File: config.mk
export PLATFORM = sky130hd
export DESIGN_NAME = ogc_top
export DESIGN_NICKNAME = d
export VERILOG_FILES = /design/src/ogc_pkg.sv /design/src/ogc_top.sv /design/src/ogc_frac_div.sv
export SDC_FILE = /design/constraint.sdc
export NUM_CORES = 1
export LEC_CHECK = 0
export ABC_AREA = 1
export BUFFER_PORTS_ARGS = -buffer_cell sky130_fd_sc_hd__buf_2
export CAP_MARGIN = 20
export CORE_MARGIN = 4
export CORE_UTILIZATION = 30
export CTS_BUF_LIST = sky130_fd_sc_hd__clkbuf_4 sky130_fd_sc_hd__clkbuf_8 sky130_fd_sc_hd__clkbuf_16
export CTS_CLUSTER_SIZE = 25
export DETAILED_ROUTE_END_ITERATION = 8
export PLACE_DENSITY = 0.46
export SETUP_SLACK_MARGIN = 0.4
export SYNTH_ARGS = -nofsm -noshare
export SYNTH_HDL_FRONTEND = slang
export SYNTH_SLANG_ARGS = --single-unit
File: constraint.sdc
create_clock -name CORE_CLK -period 4.1 [get_ports CORE_CLK]
set_input_delay 0.41 -clock CORE_CLK [delete_from_list [all_inputs] [get_ports CORE_CLK]]
set_output_delay 0.41 -clock CORE_CLK [all_outputs]
set_load 0.005 [all_outputs]
File: src/ogc_pkg.sv
package ogc_pkg;

	// pin and bank counts
	localparam int NUM_PINS  = 5;
	localparam int NUM_BANKS = 4;
	localparam int NUM_PLANS = 3;
	localparam int NUM_DIVS  = NUM_BANKS + 1;
	localparam int FB_DIV    = NUM_BANKS;

	// pin positions with restricted roles
	localparam int PIN_FIRST  = 0;
	localparam int PIN_SECOND = 1;
	localparam int PIN_THIRD  = 2;

	// role a multi-function pin is bound to at configuration time
	typedef enum logic [3:0] {
		FN_NONE,
		FN_MASTER,
		FN_BANK_A,
		FN_BANK_B,
		FN_BANK_C,
		FN_BANK_D,
		FN_SEL_LOW,
		FN_SEL_HIGH,
		FN_RESET
	} ogc_fn_t;

	// decoded pin roles
	typedef struct packed {
		logic       master_out_disable_n;
		logic [3:0] bank_disable_n;
		logic [1:0] plan_select_bus;
		logic       reset;
	} ogc_roles_t;

	// fractional ratio in half periods of the source: whole + num/den
	typedef struct packed {
		logic [15:0] whole;
		logic [15:0] num;
		logic [15:0] den;
	} ogc_ratio_t;

	typedef struct packed {
		ogc_ratio_t       fb;
		ogc_ratio_t [3:0] bank;
	} ogc_plan_t;

	// factory configuration
	localparam ogc_fn_t PIN_MAP [NUM_PINS] = '{FN_RESET, FN_SEL_LOW, FN_SEL_HIGH,
		FN_MASTER, FN_BANK_A};
	localparam int   PLAN_COUNT  = 3;
	localparam logic REF_IS_XTAL = 1'b1;
	localparam ogc_plan_t PLAN_TABLE [NUM_PLANS] = '{
		'{fb: '{16'h0004, 16'h0000, 16'h0001}, bank: '{
			'{16'h0002, 16'h0001, 16'h0003}, '{16'h0003, 16'h0000, 16'h0001},
			'{16'h0005, 16'h0002, 16'h0007}, '{16'h0001, 16'h0001, 16'h0002}}},
		'{fb: '{16'h0004, 16'h0000, 16'h0001}, bank: '{
			'{16'h0004, 16'h0003, 16'h0005}, '{16'h0002, 16'h0000, 16'h0001},
			'{16'h0006, 16'h0001, 16'h0004}, '{16'h0003, 16'h0001, 16'h0002}}},
		'{fb: '{16'h0004, 16'h0000, 16'h0001}, bank: '{
			'{16'h0001, 16'h0000, 16'h0001}, '{16'h0007, 16'h0005, 16'h0009},
			'{16'h0002, 16'h0002, 16'h0003}, '{16'h0008, 16'h0000, 16'h0001}}}
	};

	// reset values
	localparam logic [1:0] PLAN_RST = 2'h0;

	// timing
	localparam int CLK_PERIOD_NS = 10;
	localparam int RST_MIN_NS    = 200;
	localparam int RST_MIN_CYC   = (RST_MIN_NS + CLK_PERIOD_NS - 1) / CLK_PERIOD_NS;
	localparam int RST_CNT_W     = $clog2(RST_MIN_CYC + 1);

	// output frequency range
	localparam int SRC_KHZ     = 100000;
	localparam int F_MIN_KHZ   = 1000;
	localparam int F_MAX_KHZ   = 200000;

endpackage

File: src/ogc_top.sv
// How it works
// (RULE1) five control pins, each bound to one role at configuration
// (RULE2) master and each bank disable may sit on any of the five pins
// (RULE3) master disable low lets each bank follow its own disable, high stops all banks
// (RULE4) four banks of two outputs, each bank with its own disable
// (RULE5) disabled bank holds both its outputs low
// (RULE6) start and stop only at full phases, no short pulses
// (RULE7) plan select low only on second pin, high only on third
// (RULE8) reset only on first, third, fourth or fifth pin; reloads plan
// (RULE9) up to three stored frequency plans, ratios for every bank
// (RULE10) reference source fixed by stored configuration, not by pins
// (RULE11) four bank dividers and one feedback divider from one source
// (RULE12) dividers alternate two nearest integers for exact average ratio
// (RULE13) every bank path can reach any frequency in the output range; code tops out at SRC_KHZ/2 = 50000 kHz, below F_MAX_KHZ
// (RULE14) select code 01,10,11 picks plans one to three; two-plan uses high
// (RULE15) reset held minimum width, outputs squelch, resume with new plan
// (RULE16) without a reset pin plan changes only at power-on reset
// (RULE17) bank runs only when master and bank disables are both low
// (RULE18) disables registered and applied only while bank clock is low
`timescale 1ns/100ps

module ogc_top (
	// clock and reset
	input  wire logic       CORE_CLK,
	input  wire logic       RESETN,
	// multi-function control pins
	input  wire logic       MULTI_PIN_FIRST,
	input  wire logic       MULTI_PIN_SECOND,
	input  wire logic       MULTI_PIN_THIRD,
	input  wire logic       MULTI_PIN_FOURTH,
	input  wire logic       MULTI_PIN_FIFTH,
	// bank clock outputs
	output logic [1:0]      BANK_A_CLOCK_PAIR,
	output logic [1:0]      BANK_B_CLOCK_PAIR,
	output logic [1:0]      BANK_C_CLOCK_PAIR,
	output logic [1:0]      BANK_D_CLOCK_PAIR,
	// status
	output logic            FB_CLK,
	output logic [1:0]      ACTIVE_PLAN,
	output logic            REF_IS_CRYSTAL,
	output logic            SQUELCH
);

	localparam int NB = ogc_pkg::NUM_BANKS;
	localparam int ND = ogc_pkg::NUM_DIVS;

	// (RULE7) select lines fixed to their pins
	// (RULE8) reset never on the second pin
	for (genvar p = 0; p < ogc_pkg::NUM_PINS; p++) begin : g_chk_pin
		if (ogc_pkg::PIN_MAP[p] == ogc_pkg::FN_SEL_LOW && p != ogc_pkg::PIN_SECOND)
			$error("plan select low placed off the second pin");
		if (ogc_pkg::PIN_MAP[p] == ogc_pkg::FN_SEL_HIGH && p != ogc_pkg::PIN_THIRD)
			$error("plan select high placed off the third pin");
		if (ogc_pkg::PIN_MAP[p] == ogc_pkg::FN_RESET && p == ogc_pkg::PIN_SECOND)
			$error("reset placed on the second pin");
	end
	if (ogc_pkg::PLAN_COUNT < 1 || ogc_pkg::PLAN_COUNT > ogc_pkg::NUM_PLANS)
		$error("unsupported plan count");
	// (RULE13) ratios must be well formed and inside the frequency range
	for (genvar n = 0; n < ogc_pkg::NUM_PLANS; n++) begin : g_chk_plan
		for (genvar b = 0; b < NB; b++) begin : g_chk_bank
			localparam ogc_pkg::ogc_ratio_t R = ogc_pkg::PLAN_TABLE[n].bank[b];
			if (R.whole == 16'h0000 || R.den == 16'h0000 || R.num >= R.den)
				$error("malformed divider ratio");
			if (ogc_pkg::SRC_KHZ / (2 * (int'(R.whole) + 1)) < ogc_pkg::F_MIN_KHZ
				|| ogc_pkg::SRC_KHZ / (2 * int'(R.whole)) > ogc_pkg::F_MAX_KHZ)
				$error("divider ratio outside output range");
		end
	end

	// level of the pin carrying a role, default when no pin has it
	function automatic logic pin_role(ogc_pkg::ogc_fn_t fn, logic [4:0] pins, logic dflt);
		logic v;
		v = dflt;
		for (int i = 0; i < ogc_pkg::NUM_PINS; i++) begin
			if (ogc_pkg::PIN_MAP[i] == fn) begin
				v = pins[i];
			end
		end
		return v;
	endfunction

	typedef enum {ST_WAKE, ST_LOAD, ST_RUN, ST_HOLD} ogc_state_t;

	logic [4:0]                  pins;
	ogc_pkg::ogc_roles_t         roles_d, roles_q;
	ogc_state_t                  st_d, st_q;
	logic [ogc_pkg::RST_CNT_W-1:0] rcnt_d, rcnt_q;
	logic [1:0]                  plan_d, plan_q;
	logic                        restart;
	logic [ND-1:0]               div_clk;
	ogc_pkg::ogc_ratio_t         ratio [ND];
	logic [NB-1:0]               run_d, run_q;
	logic [NB-1:0]               out_d, out_q;
	logic                        fb_d, fb_q;
	logic                        sq_d, sq_q;

	assign pins = {MULTI_PIN_FIFTH, MULTI_PIN_FOURTH, MULTI_PIN_THIRD,
		MULTI_PIN_SECOND, MULTI_PIN_FIRST};

	// (RULE1) roles decoded from the configured pin map
	// (RULE2) disables taken from whichever pin holds them
	always_comb begin
		roles_d.master_out_disable_n = pin_role(ogc_pkg::FN_MASTER, pins, 1'b0);
		roles_d.bank_disable_n[0]    = pin_role(ogc_pkg::FN_BANK_A, pins, 1'b0);
		roles_d.bank_disable_n[1]    = pin_role(ogc_pkg::FN_BANK_B, pins, 1'b0);
		roles_d.bank_disable_n[2]    = pin_role(ogc_pkg::FN_BANK_C, pins, 1'b0);
		roles_d.bank_disable_n[3]    = pin_role(ogc_pkg::FN_BANK_D, pins, 1'b0);
		roles_d.plan_select_bus[0]   = pin_role(ogc_pkg::FN_SEL_LOW, pins, 1'b0);
		roles_d.plan_select_bus[1]   = pin_role(ogc_pkg::FN_SEL_HIGH, pins, 1'b0);
		roles_d.reset                = pin_role(ogc_pkg::FN_RESET, pins, 1'b0);
	end

	always_ff @(posedge CORE_CLK or negedge RESETN) begin
		if (!RESETN) begin
			roles_q <= '0;
		end else begin
			roles_q <= roles_d;
		end
	end

	// plan load sequence
	always_comb begin
		st_d   = st_q;
		rcnt_d = rcnt_q;
		plan_d = plan_q;
		case (st_q)
			ST_WAKE: begin
				// (RULE16) one edge so the select pins are registered before load
				st_d = ST_LOAD;
			end
			ST_LOAD: begin
				// (RULE14) select code to plan index
				if (ogc_pkg::PLAN_COUNT == 2) begin
					plan_d = {1'b0, roles_q.plan_select_bus[1]};
				end else if (roles_q.plan_select_bus == 2'h0) begin
					plan_d = ogc_pkg::PLAN_RST;
				end else begin
					plan_d = roles_q.plan_select_bus - 2'h1;
				end
				st_d = ST_RUN;
			end
			ST_RUN: begin
				// (RULE16) no reset pin keeps this state until power-on reset
				if (roles_q.reset) begin
					st_d   = ST_HOLD;
					rcnt_d = {{(ogc_pkg::RST_CNT_W-1){1'b0}}, 1'b1};
				end
			end
			ST_HOLD: begin
				// (RULE15) reload only after minimum pulse width
				if (!roles_q.reset) begin
					st_d = (rcnt_q >= ogc_pkg::RST_MIN_CYC) ? ST_LOAD : ST_RUN;
				end else if (rcnt_q < ogc_pkg::RST_MIN_CYC) begin
					rcnt_d = rcnt_q + 1'b1;
				end
			end
			default: begin
				st_d = ST_LOAD;
			end
		endcase
	end

	always_ff @(posedge CORE_CLK or negedge RESETN) begin
		if (!RESETN) begin
			st_q   <= ST_WAKE;
			rcnt_q <= '0;
			plan_q <= ogc_pkg::PLAN_RST;
		end else begin
			st_q   <= st_d;
			rcnt_q <= rcnt_d;
			plan_q <= plan_d;
		end
	end

	// (RULE8) dividers restart in the load cycle; the first half period still uses the previous plan's whole
	assign restart = (st_q == ST_LOAD);

	// (RULE9) ratios from the active stored plan
	// (RULE11) four bank dividers plus feedback divider, one source
	for (genvar d = 0; d < ND; d++) begin : g_div
		if (d == ogc_pkg::FB_DIV) begin : g_fb
			assign ratio[d] = ogc_pkg::PLAN_TABLE[plan_q].fb;
		end else begin : g_bank
			assign ratio[d] = ogc_pkg::PLAN_TABLE[plan_q].bank[d];
		end
		// (RULE12) exact average by alternating ratios
		ogc_frac_div u_div (
			.clk     (CORE_CLK),
			.rst_n   (RESETN),
			.restart (restart),
			.ratio   (ratio[d]),
			.clk_out (div_clk[d])
		);
	end

	// bank gating
	always_comb begin
		for (int b = 0; b < NB; b++) begin
			// (RULE18) decision changes only while bank clock is low
			// (RULE17) both disables low to run
			// (RULE3) master disable stops every bank
			if (!div_clk[b]) begin
				run_d[b] = !roles_q.master_out_disable_n && !roles_q.bank_disable_n[b]
					&& (st_q == ST_RUN);
			end else begin
				run_d[b] = run_q[b];
			end
			// (RULE5) stopped bank held low
			// (RULE6) whole phases only
			out_d[b] = div_clk[b] & run_q[b];
		end
		fb_d = div_clk[ogc_pkg::FB_DIV];
		sq_d = (st_q != ST_RUN);
	end

	always_ff @(posedge CORE_CLK or negedge RESETN) begin
		if (!RESETN) begin
			run_q <= '0;
			out_q <= '0;
			fb_q  <= 1'b0;
			sq_q  <= 1'b1;
		end else begin
			run_q <= run_d;
			out_q <= out_d;
			fb_q  <= fb_d;
			sq_q  <= sq_d;
		end
	end

	// (RULE4) each bank drives its pair from one gated flop
	assign BANK_A_CLOCK_PAIR = {2{out_q[0]}};
	assign BANK_B_CLOCK_PAIR = {2{out_q[1]}};
	assign BANK_C_CLOCK_PAIR = {2{out_q[2]}};
	assign BANK_D_CLOCK_PAIR = {2{out_q[3]}};
	assign FB_CLK            = fb_q;
	assign ACTIVE_PLAN       = plan_q;
	assign SQUELCH           = sq_q;
	// (RULE10) reference choice is a fixed constant
	assign REF_IS_CRYSTAL    = ogc_pkg::REF_IS_XTAL;

endmodule

File: src/ogc_frac_div.sv
`timescale 1ns/100ps

module ogc_frac_div (
	// clock and reset
	input  wire logic               clk,
	input  wire logic               rst_n,
	// control
	input  wire logic               restart,
	input  wire ogc_pkg::ogc_ratio_t ratio,
	// divided clock
	output logic                    clk_out
);

	logic [15:0] cnt_q, cnt_d;
	logic [16:0] acc_q, acc_d;
	logic        clk_q, clk_d;
	logic [16:0] sum;
	logic        carry;

	always_comb begin
		sum   = acc_q + {1'b0, ratio.num};
		carry = (sum >= {1'b0, ratio.den});
		cnt_d = cnt_q;
		acc_d = acc_q;
		clk_d = clk_q;
		if (restart) begin
			cnt_d = ratio.whole;
			acc_d = 17'h00000;
			clk_d = 1'b0;
		end else if (cnt_q <= 16'h0001) begin
			clk_d = ~clk_q;
			// half period of whole or whole+1 by accumulator carry
			if (carry) begin
				cnt_d = ratio.whole + 16'h0001;
				acc_d = sum - {1'b0, ratio.den};
			end else begin
				cnt_d = ratio.whole;
				acc_d = sum;
			end
		end else begin
			cnt_d = cnt_q - 16'h0001;
		end
	end

	always_ff @(posedge clk or negedge rst_n) begin
		if (!rst_n) begin
			cnt_q <= 16'h0001;
			acc_q <= 17'h00000;
			clk_q <= 1'b0;
		end else begin
			cnt_q <= cnt_d;
			acc_q <= acc_d;
			clk_q <= clk_d;
		end
	end

	assign clk_out = clk_q;

endmodule

==> impl_metrics.env <==
export IMPL_status="finished with violations"
export IMPL_violations="hold timing"
export IMPL_dp_hpwl_um=24590
export IMPL_ios=20
export IMPL_rsz0062_at_grt="yes"
export IMPL_p_sw_share_pct=46.49
export IMPL_dp_cells=2419
export IMPL_powerDensity_nw_per_um2=702.2
export IMPL_synthesis_area_um2=13520
export IMPL_cts_made_buffers=17
export IMPL_insertion_delay_ns=0.49
export IMPL_fin_nets=1903
export IMPL_path_class="reg -> reg"
export IMPL_antenna_found_initial=0
export IMPL_p_int_mw=5.637
export IMPL_ys_ff_latch=194
export IMPL_rows=77
export IMPL_die_h_um=220.3
export IMPL_area_growth_pct=10.98
export IMPL_syn_num_nets=1880
export IMPL_tns_ns=0
export IMPL_hold_slack_ns=-0.004056
export IMPL_tightest_slew_ns=0.9309
export IMPL_postSynthAreaPerCell_um2=7.390
export IMPL_p_leak_nw=7.270
export IMPL_relSlewSlack_pct=37.87
export IMPL_met2_usage_pct=23.06
export IMPL_worstPathArrival_ns=3.82
export IMPL_critPathRequiredTime_ns=4.46
export IMPL_switchingPower_mw=4.896
export IMPL_pwr_share_clk_pct=17.5
export IMPL_clockBufferDepth=2
export IMPL_synthCells=1829
export IMPL_vdd_drop_max_uv=368.4
export IMPL_wl_per_cell_um=13.92
export IMPL_synth_seq_area_share_pct=35.97
export IMPL_crit_path_start_kind="flip-flop"
export IMPL_hold_path_class="in -> async"
export IMPL_clock_sinks=194
export IMPL_yosys_warnings=0
export IMPL_fin_skew_ns=0.01259
export IMPL_cts_root_buf="clkbuf_16"
export IMPL_grt_pass1_wl_um=57810
export IMPL_die_w_um=220.3
export IMPL_grt_use_total_pct=14.84
export IMPL_slowest_stage="dfrtp_1"
export IMPL_hold_viol=1
export IMPL_overflow=0
export IMPL_fmax_ghz=0.2886
export IMPL_p_comb_share_pct=48.4
export IMPL_synth_edf_count=0
export IMPL_drt_pre_antenna_iters=6
export IMPL_ys_flop_type="dfrtp_1"
export IMPL_total_power_mw=10.53
export IMPL_gr_max_usage_layer="met2"
export IMPL_slew_violations=0
export IMPL_crit_fanout=19
export IMPL_io_buffers=18
export IMPL_cp_slowest_stage_delay_ns=0.39
export IMPL_use_met1_pct=20.80
export IMPL_final_common_cell="nand2_1"
export IMPL_viasPerCell=4.729
export IMPL_h_tree_depth=4
export IMPL_drtAntennaViolNets=0
export IMPL_r2r_cells=17
export IMPL_setup_viol=0
export IMPL_final_layout_size_suffix_gt1_share_pct=11.53
export IMPL_finalCritPeriodShare_pct=84.50
export IMPL_grt_pass1_vias=11250
export IMPL_post_route_min_period_ns=3.465
export IMPL_nFillCells=4703
export IMPL_stdcell_count=2457
export IMPL_clk_pin_slew_ns=0.08
export IMPL_maxCapViolCount=0
export IMPL_drc_errors=0
export IMPL_die_area_um2=48520
export IMPL_wirelength_um=34210
export IMPL_final_core_util_pct=33.77
export IMPL_drt_initial_drc_count=747
export IMPL_place_gp_congestion=0.8758
export IMPL_end_kind="flip-flop"
export IMPL_grt_max_degree=110
export IMPL_tritoncts="yes"
export IMPL_coreArea_um2=44410
export IMPL_synth_distinct_cells=57
export IMPL_n_antenna_cell=0
export IMPL_r2r_slack_ns=0.64
export IMPL_async_flop_share_pct=100.0
export IMPL_grt_util_met3_pct=2.692
export IMPL_start_util_pct=30.43
export IMPL_power_frac_seq_pct=34.0
export IMPL_vias=11620
export IMPL_final_cell_mix="nand2_1 (419), nor2_1 (224), inv_1 (211)"
export IMPL_path_cells="inv_2, ha_2, nand2_1, and2_1, ha_1, inv_1, nand2_4, xor2_1, ha_1, a21oi_1, o21ai_0, nor3_2, nand3_2, nor2_4, nand2_8, nand3_1, o21ai_0"
-- logic make-up after synthesis --
family / synth area share [%]
compound gates: 5.961
buf+inv: 8.201
other cells: 0.02774
fa+ha+maj: 4.295
xor+xnor: 7.239
simple gates: 38.30
flops: 35.97
-- metal layers --
layer  up-vias  wire [µm]
li1       5960          -
met1      5452      17060
met2       173      15230
met3        33       1236
met4         0        686
met5         -          0
-- metrics by stage --
stage                     instance area [µm²]  hold WS [ns]  worst slack [ns]
after floorplan                         13520        0.1144            0.5772
after global placement                  14250        0.3917            0.4387
after detailed placement                14250        0.3819            0.3842
after CTS                               14910       0.01244            0.4189
after global routing                    15000       0.01799            0.3906
final                                   15000     -0.004056            0.6353
-- power by group through the flow --
stage	clock network [mW]	logic [mW]	registers (mW)
after floorplan	0	4.14	3.39
after global placement	0	5.04	3.61
after detailed placement	0	5.05	3.60
after CTS	1.94	5.09	3.58
after global routing	2.01	5.89	3.71
final	1.85	5.10	3.59
-- worst paths after layout --
kind | to | startpoint
worst max-delay path | g_div[3].u_div.acc_q[9] | ACTIVE_PLAN[1]
worst min-delay path | g_div[4].u_div.cnt_q[10] | RESETN
worst max register to register | g_div[3].u_div.acc_q[9] | ACTIVE_PLAN[1]
worst min register to register | FB_CLK | g_div[4].u_div.clk_out
max in group asynchronous | g_div[3].u_div.cnt_q[14] | RESETN
min in group CORE_CLK | roles_q[1] | MULTI_PIN_SECOND
-- flip-flops by register name (all words and copies together), names as in the netlist --
signal and flops:
g_div.u_div.cnt_q 80, SQUELCH 1, ACTIVE_PLAN 2, out_q 4
roles_q 5, st_q 2, rcnt_q 5, FB_CLK 1
g_div.u_div.clk_out 5, run_q 4, g_div.u_div.acc_q 85
-- final cells by class --
class                           instances  area, µm²  area share, %
Timing Repair Buffer                   41      305.3          2.035
Multi-Input combinational cell       1371       7605          50.70
Inverter                              227      854.6          5.697
Clock buffer                           18      439.2          2.928
Tap cell                              592      740.7          4.938
Sequential cell                       194       4863          32.42
Clock inverter                         14      192.7          1.285
-- Yosys cell counts, types with 14 or more instances --
cell type | instances | area, µm²
nand2_1 | 420 | 1577
nor2_1 | 226 | 848.3
inv_1 | 212 | 795.8
dfrtp_1 | 188 | 4705
nand3_1 | 165 | 825.8
nand4_1 | 79 | 494.2
xor2_1 | 78 | 683.2
o21ai_0 | 68 | 340.3
nor3_1 | 46 | 230.2
ha_1 | 40 | 500.5
a21oi_1 | 33 | 165.2
nand2_2 | 33 | 206.5
xnor2_1 | 30 | 262.8
nand3_2 | 20 | 200.2
clkbuf_1 | 14 | 52.55
-- critical path, delay by kind of cell, from the launching register on --
kind                       cells  cell delay, ns
and+or+nand+nor                8            1.31
adders and majority gates      3            0.81
AOI/OAI and AO/OA              3            0.43
DFF                            1            0.39
buffers and inverters          2            0.20
xor gates and xnor gates       1            0.17
-- what timing repair did --
item                                   in CTS  in global routing
buffers inserted                            0                  3
setup endpoints to repair                  10                 82
pin swaps                                   1                  3
resized for setup                           2                 11
endpoints found under the hold margin       3                  0
hold buffers                                3                  0
cloned                                      0                  0
No activity file was read; power rests on OpenSTA's default activity.
